===== config.mk =====
export PLATFORM = sky130hd
export DESIGN_NAME = hss_top
export DESIGN_NICKNAME = d
export VERILOG_FILES = /design/src/rtl/hss_pkg.sv /design/src/rtl/hss_pwm_if.sv /design/src/rtl/hss_pwm.sv /design/src/rtl/hss_top.sv
export SDC_FILE = /design/constraint.sdc
export NUM_CORES = 1
export LEC_CHECK = 0
export BUFFER_PORTS_ARGS = -buffer_cell sky130_fd_sc_hd__buf_2
export CAP_MARGIN = 5
export CELL_PAD_IN_SITES_DETAIL_PLACEMENT = 0
export CELL_PAD_IN_SITES_GLOBAL_PLACEMENT = 2
export CORE_MARGIN = 8
export CORE_UTILIZATION = 39
export CTS_BUF_LIST = sky130_fd_sc_hd__clkbuf_8
export CTS_CLUSTER_SIZE = 10
export DETAILED_ROUTE_END_ITERATION = 8
export HOLD_SLACK_MARGIN = 0.02
export PLACE_DENSITY_LB_ADDON = 0.1
export SKIP_CTS_REPAIR_TIMING = 1
export SYNTH_ARGS = -nofsm -noshare
export SYNTH_HDL_FRONTEND = slang
export SYNTH_HIERARCHICAL = 1
export SYNTH_SLANG_ARGS = --single-unit

===== constraint.sdc =====
create_clock -name clk_i -period 6.7 [get_ports clk_i]
set_input_delay 2.01 -clock clk_i [delete_from_list [all_inputs] [get_ports clk_i]]
set_output_delay 2.01 -clock clk_i [all_outputs]
set_load 0.01 [all_outputs]

===== src/rtl/hss_pkg.sv =====
// Shared constants for the high-side switch controller: register map,
// field layout, configuration codes, power modes and timing counts.
// Assumes a 250 MHz core clock.
package hss_pkg;

    // ============================================================
    // Clock and timing
    localparam int CLK_HZ          = 250_000_000;
    localparam int PWM_STEPS       = 256;
    localparam int PWM_LO_HZ       = 200;
    localparam int PWM_HI_HZ       = 400;
    localparam int PWM_HI_DIV      = PWM_HI_HZ / PWM_LO_HZ;
    // Cycles per duty step at the low frequency (longest, rounds down)
    localparam int PWM_STEP_LO_CYC = CLK_HZ / (PWM_LO_HZ * PWM_STEPS);
    localparam int OC_FILT_NS      = 16000;
    // Over-current filter as a least time, rounded up
    localparam int OC_FILT_CYC     = (OC_FILT_NS * (CLK_HZ / 1_000_000) + 999) / 1000;
    localparam int OC_CNT_W        = $clog2(OC_FILT_CYC + 1);

    // ============================================================
    // Register byte offsets
    localparam logic [7:0] OFF_CFG_A  = 8'h00;
    localparam logic [7:0] OFF_CFG_B  = 8'h04;
    localparam logic [7:0] OFF_OC_ST  = 8'h08;
    localparam logic [7:0] OFF_OL_ST  = 8'h0c;
    localparam logic [7:0] OFF_DUTY1  = 8'h10;
    localparam logic [7:0] OFF_DUTY2  = 8'h14;
    localparam logic [7:0] OFF_FREQ   = 8'h18;
    localparam logic [7:0] OFF_SCTL   = 8'h1c;
    localparam logic [7:0] OFF_SST    = 8'h20;

    // ============================================================
    // Fields
    localparam int NUM_HS     = 4;
    localparam int CFG_W      = 3;
    localparam int CFG_LO_POS = 0;
    localparam int CFG_HI_POS = 4;
    localparam int SC_OV_DIS  = 0;
    localparam int SC_UV_DIS  = 1;
    localparam int SC_REC     = 2;
    localparam int SS_OV      = 0;
    localparam int SS_UV      = 1;

    // Output source codes
    localparam logic [2:0] CFG_OFF  = 3'h0;
    localparam logic [2:0] CFG_ON   = 3'h1;
    localparam logic [2:0] CFG_TMR1 = 3'h2;
    localparam logic [2:0] CFG_TMR2 = 3'h3;
    localparam logic [2:0] CFG_PWM1 = 3'h4;
    localparam logic [2:0] CFG_PWM2 = 3'h5;

    // Device power modes on mode_i
    localparam logic [2:0] MODE_NORMAL   = 3'h0;
    localparam logic [2:0] MODE_STOP     = 3'h1;
    localparam logic [2:0] MODE_SLEEP    = 3'h2;
    localparam logic [2:0] MODE_RESTART  = 3'h3;
    localparam logic [2:0] MODE_FAILSAFE = 3'h4;

    // AXI responses
    localparam logic [1:0] RESP_OKAY   = 2'h0;
    localparam logic [1:0] RESP_SLVERR = 2'h2;

endpackage : hss_pkg


===== src/rtl/hss_pwm_if.sv =====
// Link between the controller and one pulse generator.
// Assumes both ends share clk_i.
`timescale 1ns/1ps
interface hss_pwm_if;
    logic [7:0] duty;   // Duty setting, high time = duty/256
    logic       fast;   // 1 selects the higher frequency
    logic       ce;     // Clock enable
    logic       wave;   // Generated waveform

    modport gen (input duty, input fast, input ce, output wave);
    modport ctl (output duty, output fast, output ce, input wave);
endinterface : hss_pwm_if


===== src/rtl/hss_pwm.sv =====
// One 8-bit pulse generator with two selectable frequencies.
// Assumes a synchronised active-low reset from the top.
`timescale 1ns/1ps
module hss_pwm #(
    parameter int STEP_LO_CYC = hss_pkg::PWM_STEP_LO_CYC   // Cycles per step at low rate
) (
    input  wire logic clk_i,    // Core clock
    input  wire logic rst_ni,   // Synchronised reset, active low
    hss_pwm_if.gen    pif       // Settings in, waveform out
);
    localparam int PW = $clog2(STEP_LO_CYC + 1);
    localparam logic [PW-1:0] LIM_LO = PW'(STEP_LO_CYC - 1);
    localparam logic [PW-1:0] LIM_HI = PW'(STEP_LO_CYC / hss_pkg::PWM_HI_DIV - 1);

    // ============================================================
    // Parameter check
    if (STEP_LO_CYC < 2 * hss_pkg::PWM_HI_DIV) begin : g_bad_step
        $error("hss_pwm: STEP_LO_CYC too small");
    end

    typedef struct packed {
        logic [PW-1:0] presc;
        logic [7:0]    phase;
        logic          wave;
    } hss_pwm_state_t;

    hss_pwm_state_t s;
    hss_pwm_state_t n;
    logic [PW-1:0]  lim;

    // ============================================================
    // Prescaler, free-running phase, compare
    always_comb begin
        n   = s;
        lim = pif.fast ? LIM_HI : LIM_LO;
        // Compare with >= so a rate change mid-step never overruns
        if (s.presc >= lim) begin
            n.presc = '0;
            n.phase = s.phase + 8'h01;
        end else begin
            n.presc = s.presc + PW'(1);
        end
        // No restart on assignment: the wave is always live
        n.wave = (s.phase < pif.duty);
    end

    // State register
    always_ff @(posedge clk_i or negedge rst_ni) begin
        if (!rst_ni) begin
            s <= '0;
        end else if (pif.ce) begin
            s <= n;
        end
    end

    assign pif.wave = s.wave;

endmodule : hss_pwm


===== src/rtl/hss_top.sv =====
// High-side switch controller: four outputs, two pulse generators,
// supply and over-current shutdown, open-load flags, AXI4-Lite registers.
// Assumes comparator, timer and mode inputs synchronous to clk_i.
`timescale 1ns/1ps

// Contract
// - Each output is driven by its register, a timer, or a pulse generator.
// - Output configuration writable only in normal mode; held in stop and sleep.
// - Entering restart or fail-safe switches every output off.
// - Supply over-voltage turns outputs off unless its disable bit is set.
// - Supply under-voltage turns outputs off unless its disable bit is set.
// - On fault release, recovery bit 1 restores outputs; 0 clears configuration.
// - Supply faults set only their own two status flags.
// - Over-current longer than filter time switches output off, sets its flag.
// - Over-current shutdown resets that output configuration to 000.
// - Low load current while on sets open-load flag; output stays on.
// - Open-load flags stay set until software clears them.
// - Open-load, over-current and supply shutdown stay active in stop and sleep.
// - After restart or fail-safe, register writes can re-enable outputs.
// - Two pulse generators, each with its own 8-bit duty.
// - Each generator selects 200 Hz or 400 Hz independently.
// - Pulse output starts as soon as an output is assigned to a generator.
// - Any output may use timer 1, timer 2, generator 1 or generator 2.
module hss_top #(
    parameter int ADDR_W      = 8,                          // AXI address width
    parameter int PWM_STEP_CYC = hss_pkg::PWM_STEP_LO_CYC   // Cycles per step at 200 Hz
) (
    input  wire logic              clk_i,          // Core clock
    input  wire logic              rstn_i,         // Async reset, active low
    input  wire logic              ce_i,           // Clock enable, freezes state
    input  wire logic [2:0]        mode_i,         // Device power mode
    input  wire logic              ov_i,           // Switch supply above limit
    input  wire logic              uv_i,           // Switch supply below limit
    input  wire logic [3:0]        oc_i,           // Load current above limit
    input  wire logic [3:0]        ol_i,           // Load current below open-load level
    input  wire logic              timer1_i,       // Internal timer 1 level
    input  wire logic              timer2_i,       // Internal timer 2 level
    output logic      [3:0]        hs_on_o,        // Output switch drive
    input  wire logic [ADDR_W-1:0] s_axi_awaddr,   // Write address
    input  wire logic              s_axi_awvalid,  // Write address valid
    output logic                   s_axi_awready,  // Write address ready
    input  wire logic [31:0]       s_axi_wdata,    // Write data
    input  wire logic [3:0]        s_axi_wstrb,    // Write strobes
    input  wire logic              s_axi_wvalid,   // Write data valid
    output logic                   s_axi_wready,   // Write data ready
    output logic      [1:0]        s_axi_bresp,    // Write response
    output logic                   s_axi_bvalid,   // Write response valid
    input  wire logic              s_axi_bready,   // Write response ready
    input  wire logic [ADDR_W-1:0] s_axi_araddr,   // Read address
    input  wire logic              s_axi_arvalid,  // Read address valid
    output logic                   s_axi_arready,  // Read address ready
    output logic      [31:0]       s_axi_rdata,    // Read data
    output logic      [1:0]        s_axi_rresp,    // Read response
    output logic                   s_axi_rvalid,   // Read data valid
    input  wire logic              s_axi_rready    // Read data ready
);
    localparam int OCW = hss_pkg::OC_CNT_W;
    localparam logic [OCW-1:0] OC_LIM = OCW'(hss_pkg::OC_FILT_CYC);
    localparam logic [ADDR_W-1:0] A_CFG_A = ADDR_W'(hss_pkg::OFF_CFG_A);
    localparam logic [ADDR_W-1:0] A_CFG_B = ADDR_W'(hss_pkg::OFF_CFG_B);
    localparam logic [ADDR_W-1:0] A_OC_ST = ADDR_W'(hss_pkg::OFF_OC_ST);
    localparam logic [ADDR_W-1:0] A_OL_ST = ADDR_W'(hss_pkg::OFF_OL_ST);
    localparam logic [ADDR_W-1:0] A_DUTY1 = ADDR_W'(hss_pkg::OFF_DUTY1);
    localparam logic [ADDR_W-1:0] A_DUTY2 = ADDR_W'(hss_pkg::OFF_DUTY2);
    localparam logic [ADDR_W-1:0] A_FREQ  = ADDR_W'(hss_pkg::OFF_FREQ);
    localparam logic [ADDR_W-1:0] A_SCTL  = ADDR_W'(hss_pkg::OFF_SCTL);
    localparam logic [ADDR_W-1:0] A_SST   = ADDR_W'(hss_pkg::OFF_SST);

    // ============================================================
    // Parameter check
    if (ADDR_W < 6 || ADDR_W > 32) begin : g_bad_addr
        $error("hss_top: ADDR_W must be 6 to 32");
    end

    typedef struct packed {
        logic [3:0][2:0]     cfg;        // Per-output source select
        logic [3:0]          oc_flag;    // Sticky over-current flags
        logic [3:0]          ol_flag;    // Sticky open-load flags
        logic [7:0]          duty1;
        logic [7:0]          duty2;
        logic [1:0]          freq;       // Bit per generator, 1 = fast
        logic [2:0]          sctl;       // Supply shutdown control
        logic [1:0]          sflag;      // Sticky supply flags
        logic                fault_prev;
        logic [3:0][OCW-1:0] oc_cnt;
        logic [3:0]          hs_on;
        logic                aw_got;
        logic                w_got;
        logic [ADDR_W-1:0]   awaddr;
        logic [31:0]         wdata;
        logic [3:0]          wstrb;
        logic                awready;
        logic                wready;
        logic                bvalid;
        logic [1:0]          bresp;
        logic                arready;
        logic                rvalid;
        logic [31:0]         rdata;
        logic [1:0]          rresp;
    } hss_state_t;

    hss_state_t s;
    hss_state_t n;
    logic [1:0] rst_sync;
    logic       rst_n;
    logic       fault;
    logic       off_mode;
    logic       normal;
    logic       do_wr;
    logic       wb;
    logic [7:0] wd;
    logic [3:0] oc_clr;
    logic [3:0] ol_clr;
    logic [1:0] ss_clr;
    logic [3:0] oc_set;
    logic [3:0] ol_set;
    logic       src;

    hss_pwm_if pif1 ();
    hss_pwm_if pif2 ();

    // ============================================================
    // Address decode, shared by read and write paths
    function automatic logic is_mapped(input logic [ADDR_W-1:0] a);
        case (a)
            A_CFG_A, A_CFG_B, A_OC_ST, A_OL_ST, A_DUTY1,
            A_DUTY2, A_FREQ, A_SCTL, A_SST: is_mapped = 1'b1;
            default:                        is_mapped = 1'b0;
        endcase
    endfunction : is_mapped

    // Read view of the register file; unused bits read zero
    function automatic logic [31:0] read_word(input logic [ADDR_W-1:0] a,
                                              input hss_state_t st);
        read_word = 32'h0;
        case (a)
            A_CFG_A: read_word[7:0] = {1'b0, st.cfg[1], 1'b0, st.cfg[0]};
            A_CFG_B: read_word[7:0] = {1'b0, st.cfg[3], 1'b0, st.cfg[2]};
            A_OC_ST: read_word[3:0] = st.oc_flag;
            A_OL_ST: read_word[3:0] = st.ol_flag;
            A_DUTY1: read_word[7:0] = st.duty1;
            A_DUTY2: read_word[7:0] = st.duty2;
            A_FREQ:  read_word[1:0] = st.freq;
            A_SCTL:  read_word[2:0] = st.sctl;
            A_SST:   read_word[1:0] = st.sflag;
            default: read_word = 32'h0;
        endcase
    endfunction : read_word

    // ============================================================
    // Reset release through two flops
    always_ff @(posedge clk_i or negedge rstn_i) begin
        if (!rstn_i) begin
            rst_sync <= 2'h0;
        end else begin
            rst_sync <= {rst_sync[0], 1'b1};
        end
    end
    assign rst_n = rst_sync[1];

    // ============================================================
    // Pulse generators
    assign pif1.duty = s.duty1;
    assign pif1.fast = s.freq[0];
    assign pif1.ce   = ce_i;
    assign pif2.duty = s.duty2;
    assign pif2.fast = s.freq[1];
    assign pif2.ce   = ce_i;

    hss_pwm #(.STEP_LO_CYC(PWM_STEP_CYC)) u_pwm1 (
        .clk_i  (clk_i),
        .rst_ni (rst_n),
        .pif    (pif1.gen)
    );

    hss_pwm #(.STEP_LO_CYC(PWM_STEP_CYC)) u_pwm2 (
        .clk_i  (clk_i),
        .rst_ni (rst_n),
        .pif    (pif2.gen)
    );

    // ============================================================
    // Next-state logic: bus slave, register writes, protection, drive
    always_comb begin
        n        = s;
        src      = 1'b0;
        oc_set   = 4'h0;
        ol_set   = 4'h0;
        normal   = (mode_i == hss_pkg::MODE_NORMAL);
        off_mode = (mode_i == hss_pkg::MODE_RESTART) ||
                   (mode_i == hss_pkg::MODE_FAILSAFE);
        // Disable bits mask the shutdown only, never the flags
        fault    = (ov_i && !s.sctl[hss_pkg::SC_OV_DIS]) ||
                   (uv_i && !s.sctl[hss_pkg::SC_UV_DIS]);

        // Write address and data may arrive in either order
        if (s_axi_awvalid && s.awready) begin
            n.aw_got = 1'b1;
            n.awaddr = s_axi_awaddr;
        end
        if (s_axi_wvalid && s.wready) begin
            n.w_got = 1'b1;
            n.wdata = s_axi_wdata;
            n.wstrb = s_axi_wstrb;
        end
        if (s.bvalid && s_axi_bready) begin
            n.bvalid = 1'b0;
        end
        do_wr  = s.aw_got && s.w_got && !s.bvalid;
        // All fields live in byte lane 0
        wb     = do_wr && s.wstrb[0];
        wd     = s.wdata[7:0];
        oc_clr = 4'h0;
        ol_clr = 4'h0;
        ss_clr = 2'h0;
        if (do_wr) begin
            n.aw_got = 1'b0;
            n.w_got  = 1'b0;
            n.bvalid = 1'b1;
            n.bresp  = is_mapped(s.awaddr) ? hss_pkg::RESP_OKAY : hss_pkg::RESP_SLVERR;
        end
        if (wb) begin
            case (s.awaddr)
                // Configuration frozen outside normal mode
                A_CFG_A: if (normal) begin
                    n.cfg[0] = wd[hss_pkg::CFG_LO_POS +: hss_pkg::CFG_W];
                    n.cfg[1] = wd[hss_pkg::CFG_HI_POS +: hss_pkg::CFG_W];
                end
                A_CFG_B: if (normal) begin
                    n.cfg[2] = wd[hss_pkg::CFG_LO_POS +: hss_pkg::CFG_W];
                    n.cfg[3] = wd[hss_pkg::CFG_HI_POS +: hss_pkg::CFG_W];
                end
                A_DUTY1: if (normal) n.duty1 = wd;
                A_DUTY2: if (normal) n.duty2 = wd;
                A_FREQ:  if (normal) n.freq = wd[1:0];
                A_SCTL:  n.sctl = wd[2:0];
                A_OC_ST: oc_clr = wd[3:0];
                A_OL_ST: ol_clr = wd[3:0];
                A_SST:   ss_clr = wd[1:0];
                default: ;
            endcase
        end

        // Held off with an empty configuration until rewritten
        if (off_mode) begin
            n.cfg = '0;
        end
        // Fault release without recovery drops the configuration
        if (s.fault_prev && !fault && !s.sctl[hss_pkg::SC_REC]) begin
            n.cfg = '0;
        end
        n.fault_prev = fault;

        // Per-output protection; active in every mode
        for (int i = 0; i < hss_pkg::NUM_HS; i++) begin
            if (s.hs_on[i] && oc_i[i]) begin
                if (s.oc_cnt[i] == OC_LIM) begin
                    oc_set[i]   = 1'b1;
                    n.cfg[i]    = hss_pkg::CFG_OFF;
                    n.oc_cnt[i] = '0;
                end else begin
                    n.oc_cnt[i] = s.oc_cnt[i] + OCW'(1);
                end
            end else begin
                n.oc_cnt[i] = '0;
            end
            // Flag only, the output stays driven
            ol_set[i] = s.hs_on[i] && ol_i[i];

            case (n.cfg[i])
                hss_pkg::CFG_ON:   src = 1'b1;
                hss_pkg::CFG_TMR1: src = timer1_i;
                hss_pkg::CFG_TMR2: src = timer2_i;
                hss_pkg::CFG_PWM1: src = pif1.wave;
                hss_pkg::CFG_PWM2: src = pif2.wave;
                default:           src = 1'b0;
            endcase
            // Recovery comes back through the held configuration
            n.hs_on[i] = src && !fault && !off_mode;
        end

        // Sticky flags: a new event wins over a same-cycle clear
        n.oc_flag = (s.oc_flag & ~oc_clr) | oc_set;
        n.ol_flag = (s.ol_flag & ~ol_clr) | ol_set;
        n.sflag   = (s.sflag & ~ss_clr) | {uv_i, ov_i};

        // Read channel, one outstanding read
        if (s_axi_arvalid && s.arready) begin
            n.rvalid = 1'b1;
            n.rdata  = read_word(s_axi_araddr, s);
            n.rresp  = is_mapped(s_axi_araddr) ? hss_pkg::RESP_OKAY : hss_pkg::RESP_SLVERR;
        end else if (s.rvalid && s_axi_rready) begin
            n.rvalid = 1'b0;
        end

        // Readies registered from the next state so outputs stay flop-driven
        n.arready = !n.rvalid;
        n.awready = !n.aw_got && !n.bvalid;
        n.wready  = !n.w_got && !n.bvalid;
    end

    // State register, frozen while ce_i is low
    always_ff @(posedge clk_i or negedge rst_n) begin
        if (!rst_n) begin
            s <= '0;
        end else if (ce_i) begin
            s <= n;
        end
    end

    // ============================================================
    // Outputs
    assign hs_on_o       = s.hs_on;
    assign s_axi_awready = s.awready;
    assign s_axi_wready  = s.wready;
    assign s_axi_bvalid  = s.bvalid;
    assign s_axi_bresp   = s.bresp;
    assign s_axi_arready = s.arready;
    assign s_axi_rvalid  = s.rvalid;
    assign s_axi_rdata   = s.rdata;
    assign s_axi_rresp   = s.rresp;

endmodule : hss_top


==> results of run 1 <==
flip-flops by register name, indices dropped and copies added (netlist names), 2 cells and up:
signal	count
pif1.duty	8
rst_sync	2
u_pwm2/s	21
s	93
pif2.duty	8
s_axi_rdata	8
u_pwm1/s	21
hs_on_o	4
power breakdown:
| part | internal (W) | switching [W] | leakage (nW) | total (W) |
|---|---|---|---|---|
| Sequential | 0.00116 | 0.000193 | 2.36 | 0.00136 |
| Clock | 0.000337 | 0.000416 | 0.201 | 0.000752 |
| Combinational | 0.000179 | 0.000199 | 2.27 | 0.000379 |
Yosys cell counts (all sizes together), types with 22 or more instances:
cell and instances:
nor2 93, a22o 25, buf 52, nand3 46
nand4 22, a21oi 23, dfrtp 176, xnor2 30
and3 24, mux2 37, o21ai 44, inv 44
nand2 97, xor2 32, ha 40
worst reg2reg max path, delay by kind of cell, from the launching register on:
| kind | cells | cell delay (ps) |
|---|---|---|
| AOI/OAI and AO/OA | 3 | 540 |
| DFF | 1 | 440 |
| and+or+nand+nor | 2 | 1100 |
| muxes | 1 | 160 |
per-layer routing:
metal  part of all wire [%]  GRT usage (%)  vias up
met2                     48          26.82       88
met5                  0.078              0        -
met3                    3.0          2.935       16
met4                   0.94          3.921        4
li1                       -              -     3564
met1                     48          22.41     3522
stage by stage:
step	worst slack [ps]	power, W	util [%]	hold WS [ps]	area, um^2
CTS	2993	0.002531	42.82	352.8	10690
finish	2999	0.002488	42.82	321.3	10690
global placement	2465	0.001757	41.25	336.3	10300
floorplan	1433	0.001615	-	331.2	9942
global route	2833	0.002640	42.82	369.5	10690
detailed placement	2491	0.001762	41.25	335.8	10300
worst max-delay path by stage:
stage                     start        endpoint  slack [ps]  depth (start not counted)
CTS                        ce_i          s[169]        2990                          6
floorplan           rst_sync[1]      hs_on_o[0]        1430                          0
global placement           ce_i          s[169]        2460                          6
finish                     ce_i    pif1.duty[6]        3000                          6
detailed placement         ce_i  s_axi_rdata[0]        2490                          5
global route               ce_i  s_axi_rdata[0]        2830                          5
cells by family (layout without fill, tap and decap cells):
family / count (synthesis) / after routing / synth area share (%)
multiplexers: 58 / 58 / 6.606
adder cells (fa/ha/maj): 40 / 40 / 5.082
other: 2 / 27 / 0.07626
XOR/XNOR: 62 / 62 / 5.514
flip-flops: 176 / 176 / 44.72
AND/OR/NAND/NOR: 370 / 370 / 19.65
buffers and inverters: 107 / 147 / 6.022
AO/OA/AOI/OAI: 170 / 170 / 12.32
cell type report:
| class | instances | area, um^2 | area share, % |
|---|---|---|---|
| Clock inverter | 15 | 157.7 | 1.475 |
| Multi-Input combinational cell | 727 | 4945 | 46.25 |
| Timing Repair Buffer | 71 | 367.9 | 3.441 |
| Clock buffer | 17 | 234.0 | 2.189 |
| Sequential cell | 176 | 4408 | 41.23 |
| Tap cell | 330 | 412.9 | 3.862 |
| Inverter | 44 | 165.2 | 1.545 |
==> run metrics, run 1 <==
status finished, final reports clean; total negative slack 0 ps; Num Clock Sinks 176; Antenna Violating Nets Remaining 0; clk root buf clkbuf_8; vias in the first global route approximately 7400; Seq/Total Area, Yosys between 40% and 50%; syn_area_per_cell 9.998 um^2; Die Wd 174.9 um; Yosys reg bits ~180; Buf/Inv on CP 2; number of synthesized flops with an enable pin 0; CTS tree done; antenna diode instance count 0; pins over their slew limit 0; Critical Path RT 7040 ps; fmax 270.2 MHz; commonest non-fill, non-tap cell in the layout dfrtp_1; grt ovf 0; crit-path most repeated cell nand2_1; Starting Density 39.45%; Final HPWL DP 18260 um; Crit. End Element flop; Layout area overhead 8.551%; Final period util 55.24%; I/O Buffers 66; Main synth FF type dfrtp_1; Die Area 30590 um^2; Worst Path Max Fanout 40; Vert. Die Dim 174.9 um; slowest cell on the critical path buf_4; critical path arrival 4040 ps; routability cong. ~0.78; worst slew pin tran about 1000 ps; layout cells sized above 1 around 16%; post-synthesis instance total 985; ys async rst share 100.0%; final hold vios 0; dpl cells ~1300; Pleak between 4 and 5 nW; mapped cell area 9848 um^2; maxcap violations 0; buffer depth of the longest clock path 2; Final #Nets 1152; Worst R2R Setup Slack 4370 ps; Synth top area share between 40% and 50%; post-synth top area cell dfrtp_1; critical path type in -> reg; first-pass GRT wire length 40500 um; Initial DRT Pass Iterations 4; # DRC 0; Rows 58; WL final 24410 um; Slew Limit Headroom 32.41%; DR iter-0 viols 450; post-route minimum period 3701 ps; GRT Total Usage 16.48%; Skew-Pair Late Insertion Delay 470 ps; ranking of synthesized cells by area dfrtp_1 45%, ha_1 5.1%, mux2_2 3.9%, nand2_1 3.6%, nor2_1 3.5%; Critical R2R Capture hs_on_o[1]; most frequent cells in the layout 175 x dfrtp_1, 95 x nand2_1, 93 x nor2_1; Cell variety after synth 71; Pwr Density 232.7 nW/um^2; total CTS buffers 17; Finish-stage setup viols 0; R2R depth 6; RSZ-0062 raised after global routing false; H-Tree Depth 4; R2R Path Start s[78]; I/O pins between 100 and 150; HP Class reg -> async; max incr delay on CP 470 ps; initial antenna violation count 3; Layout Cells excl Fill 1380; YS warnings 6; largest net degree at the start of global routing 75; Top delay family on crit path buffers and inverters; wire length per cell about 18 um; startpoint types primary input; clock skew 25.89 ps; CP Cell Sequence buf_2 -> buf_4 -> nand2_1 -> nor2_1 -> nand2_1 -> mux2_2; Filler cells between 2000 and 3000; peak supply drop 0.09016 mV; CORE AREA 24960 um^2; total number of vias 7194; Vias/cell 5.213; clock-pin slew on the worst setup and hold paths 110 ps
Note: power is estimated with default switching activity, not from simulation.
==> run 2, diff against run 1 <==
ABC_AREA = 1   (was not set)
CORE_UTILIZATION = 35   (was 39)
clock period = 3.49 ns   (was 6.7 ns; I/O delays follow)
==> run metrics, run 2 <==
H-Tree Depth 4; total CTS buffers 17; Final #Nets between 1500 and 2000; Synth top area share 42.28%; peak supply drop about 0.23 mV; total negative slack 0 ps; Initial DRT Pass Iterations 5; Cell variety after synth 50; Pwr Density 481.1 nW/um^2; maxcap violations 0; Slew Limit Headroom 45.21%; layout cells sized above 1 between 10% and 20%; number of synthesized flops with an enable pin 0; Pleak 5.696 nW; I/O pins 120; initial antenna violation count 1; I/O Buffers 66; Vias/cell around 4.7; most numerous cell in the Yosys netlist nand2_1; GRT Total Usage 15.70%; top flop regs s (93), u_pwm1/s (21), u_pwm2/s (21); max FFs per register slightly above 90; Skew-Pair Late Insertion Delay 470 ps; post-route minimum period between 2000 and 2500 ps; clk root buf clkbuf_8; switch share 34.73%; sequential power share 47.1%; R2R depth 11; Layout area overhead 10.35%; worst slew pin tran 818.8 ps; post-synth top area cell dfrtp_1; Post-Route Utilization between 30 and 40%; HP Class reg -> async; NetSw 0.001921 W; WL final 26970 um; Worst Path Max Fanout 14; Biggest register s; pins over their slew limit 0; vias in the first global route slightly below 9000; total number of vias 8523; Starting Density 35.34%; clock-pin slew on the worst setup and hold paths 110 ps; ys async rst share 100.0%; Yosys reg bits 176; FF+latch area 4408 um^2; mapped cell area 10420 um^2; Int Pwr ~0.0036 W; final hold vios 0; routability cong. about 0.79; commonest non-fill, non-tap cell in the layout nand2_1; CORE AREA slightly below 30000 um^2; Worst Setup SP ce_i; clock skew 21.77 ps; grt ovf 0; post-route total power 0.005531 W; YS warnings 6; antenna diode instance count 0; fmax 419.0 MHz; Main synth FF type dfrtp_1; status finished, final reports clean; CTS tree done; Placed Area 11030 um^2; wire length per cell 14.72 um; Critical R2R Capture u_pwm1/s[11]; Final HPWL DP 20380 um; clock group share of total power 30.9%; Num Clock Sinks 176; Rows 63; Die Wd 188.5 um; combinational power share 22.0%; R2R Path Start pif1.fast; largest net degree at the start of global routing 58; Die Area 35540 um^2; Final period util 68.39%; Finish-stage setup viols 0; first-pass GRT wire length 45280 um; Antenna Violating Nets Remaining 0; Vert. Die Dim 188.5 um; ranking of synthesized cells by area dfrtp_1 42%, nand2_1 14%, inv_1 5.8%, nor2_1 4.9%, ha_1 4.8%; # DRC 0; most frequent cells in the layout 392 x nand2_1, 175 x dfrtp_1, 162 x inv_1; Worst R2R Setup Slack between 1000 and 1500 ps; post-synthesis instance total 1369; Seq/Total Area, Yosys roughly 42%; multi-input logic area 5031 um^2; RSZ-0062 raised after global routing false; top post-synthesis cells by count 392 x nand2_1, 176 x dfrtp_1, 161 x inv_1; critical path type in -> reg; Filler cells between 3000 and 4000; startpoint types primary input; critical path arrival 2740 ps; DR iter-0 viols 422; Crit. End Element flop; syn_area_per_cell 7.610 um^2; Critical Path RT 3850 ps; design area ~11000 um^2; buffer depth of the longest clock path 2
==> run 2: cell types whose count changed in the layout (fill, tap and decap cells not counted), sizes merged, moves of 19 or more <==
cell,change
a22o,-24
and3,-24
inv,+122
mux2,-37
mux2i,-19
nand2,+307
nand3,+44
nor2,+89
o21ai,+43
xnor2,-23
==> run 2: worst max-delay path: stages <==
cell and delay (ps):
buf_2 240, inv_2 180, buf_4 220, nor2_1 650, inv_1 220, nand2_1 110
nand2_1 50
==> run 2: metrics by stage <==
stage | hold WS [ps] | worst slack (ps) | instances
3_3_place_gp | 292.5 | 600.3 | 1800
4_1_cts | 291.6 | 1073 | 1832
6_report | 263.0 | 1103 | 1832
2_1_floorplan | 331.1 | 582.6 | 1394
5_1_grt | 301.3 | 885.3 | 1832
3_5_place_dp | 289.1 | 550.3 | 1800
==> run 2: power groups by stage <==
| stage | Sequential (W) | Combinational, W | Clock, W |
|---|---|---|---|
| 2_1_floorplan | 0.00260 | 0.000912 | 0 |
| 3_3_place_gp | 0.00265 | 0.00122 | 0 |
| 3_5_place_dp | 0.00265 | 0.00124 | 0 |
| 4_1_cts | 0.00261 | 0.00125 | 0.00178 |
| 5_1_grt | 0.00266 | 0.00142 | 0.00185 |
| 6_report | 0.00260 | 0.00122 | 0.00171 |
==> run 2: cells by family (layout without fill, tap and decap cells) <==
logic type               after synthesis  in the layout  synth area share, %
AO/OA/AOI/OAI                        144            144                7.783
XOR/XNOR                              39             39                3.279
adder cells (fa/ha/maj)               40             40                4.804
buffers and inverters                231            279                10.33
flip-flops                           176            176                42.28
multiplexers                           1              1              0.09609
other                                  2             27              0.07209
AND/OR/NAND/NOR                      736            736                31.36
==> run 2: worst max path at each step <==
stage                       to  slack (ps)  cells after the start
floorplan           hs_on_o[0]         580                      0
global placement         s[84]         600                      7
detailed placement       s[84]         550                      7
CTS                      s[84]        1070                      7
global route             s[79]         890                      7
finish                   s[83]        1100                      7
==> run 2: final cells by class <==
| type | count | share of cell area (%) |
|---|---|---|
| flip-flops and latches | 176 | 38.34 |
| repair buffers | 80 | 4.114 |
| multi-input cells | 987 | 43.76 |
| well taps | 390 | 4.245 |
| inverters | 167 | 5.496 |
| clock inverters | 15 | 2.003 |
| clock buffers | 17 | 2.035 |
==> run 2: layer usage <==
metal	vias to the layer above	part of all wire [%]	GRT usage, %
met1	3971	50	21.36
li1	4412	-	-
met4	2	1.2	3.127
met3	17	3.3	3.161
met2	121	46	25.58
met5	-	0.048	0
==> run 3, diff against run 2 <==
clock period = 2.2 ns   (was 3.49 ns; I/O delays follow)
==> run metrics, run 3 (same netlist as run 2, synthesis figures left out) <==
maxcap violations 0; I/O Buffers 66; critical path arrival 2270 ps; H-Tree Depth 4; largest net degree at the start of global routing 117; Starting Density between 30% and 40%; Pwr Density 733.9 nW/um^2; Worst Path Max Fanout 11; worst hold slack around 340 ps; Final period util 86.74%; Initial DRT Pass Iterations 5; Biggest register s; startpoint types flop; commonest non-fill, non-tap cell in the layout nand2_1; routability cong. 0.8022; layout cells sized above 1 14.15%; critical path type reg -> reg; # DRC 0; total CTS buffers 17; multi-input logic area 5031 um^2; Layout area overhead 11.70%; Critical Path RT 2560 ps; I/O pins 120; worst setup margin 291.8 ps; Rows between 60 and 70; Num Clock Sinks 176; peak supply drop about 0.36 mV; wire length per cell about 15 um; FF+latch area between 4000 and 5000 um^2; top flop regs s (93), u_pwm1/s (21), u_pwm2/s (21); Skew-Pair Late Insertion Delay 480 ps; initial antenna violation count 0; fmax 524.1 MHz; antenna diode instance count 0; final hold vios 0; Antenna Violating Nets Remaining 0; Finish-stage setup viols 0; Die Wd 188.5 um; status finished, final reports clean; clock-pin slew on the worst setup and hold paths 90 ps; Filler cells 3201; pins over their slew limit 0; pre-CTS setup slack 10.03 ps; buffer depth of the longest clock path 2; GRT Total Usage 15.67%; Pleak 5.797 nW; Die Area 35540 um^2; clk root buf clkbuf_8; WL final 26910 um; Slew Limit Headroom 49.21%; worst slew pin tran 759.0 ps; RSZ-0062 raised after global routing false; Crit. End Element flop; max FFs per register 93; Final HPWL DP slightly above 20000 um; post-route minimum period 1908 ps; Vias/cell approximately 4.6; Vert. Die Dim 188.5 um; most frequent cells in the layout 392 x nand2_1, 175 x dfrtp_1, 165 x inv_1; grt ovf 0; CORE AREA 29480 um^2; clock skew between 10 and 15 ps; CTS tree done; total number of vias 8489; vias in the first global route slightly below 9000; Final #Nets 1565; first-pass GRT wire length 45490 um; DR iter-0 viols ~500; HP Class reg -> async
==> run 3: changes by cell type in the layout (fill, tap and decap cells not counted), sizes merged <==
cell	previous run	this run
buf	80	100
inv	173	170
clkinv	3	5
dlygate4sd3	0	1
bufinv	5	3
clkbuf	17	20
==> run 3: where the power goes <==
group / total [W] / internal, W / switching [W]
Clock: 0.00244 / 0.00120 / 0.00124
Sequential: 0.00412 / 0.00367 / 0.000445
Combinational: 0.00198 / 0.000715 / 0.00127
==> run 3: worst max-delay path: stages (launching register included) <==
cell and delay, ps:
dfrtp_1 490, inv_1 170, ha_1 330, nand2_1 50, inv_1 70, nand2_1 50
nor2_1 100, nand2_1 70, nand3_2 100, nand2_4 110, inv_4 190, nor2_1 60
==> run 3: final timing paths <==
check                                startpoint  cells past startpoint            to  slack, ps
worst max-delay path                  pif1.fast                     11  u_pwm1/s[11]        290
worst min-delay path                rst_sync[1]                      1         s[99]        340
worst max register to register        pif1.fast                     11  u_pwm1/s[11]        290
worst min register to register      rst_sync[1]                      1         s[99]        340
max in group asynchronous           rst_sync[1]                      1  u_pwm2/s[12]       1230
min in group clk_i              s_axi_awaddr[6]                      3         s[83]        380
==> run 3: final cells by class <==
cell class | instances | share of cell area (%)
Inverter | 167 | 5.430
Multi-Input combinational cell | 987 | 43.24
Sequential cell | 176 | 37.88
Clock inverter | 12 | 1.237
Timing Repair Buffer | 101 | 5.656
Tap cell | 390 | 4.194
Clock buffer | 20 | 2.366
==> run 3: routing by layer <==
metal	up-vias	share of wire (%)	GRT usage (%)
met2	95	47	25.75
met1	3928	49	21.05
met4	0	1.0	3.698
li1	4449	-	-
met5	-	0	0
met3	17	2.9	2.939
==> run 3: stage by stage <==
step	util, %	cells	instance area (um^2)	power (W)	setup TNS (ps)
global placement	38.01	1820	11210	0.006175	-7.780
CTS	39.44	1852	11630	0.008708	0
finish	39.47	1853	11640	0.008540	0
global route	39.47	1853	11640	0.009137	0
detailed placement	38.01	1820	11210	0.006197	0
floorplan	-	1394	10520	0.005570	0
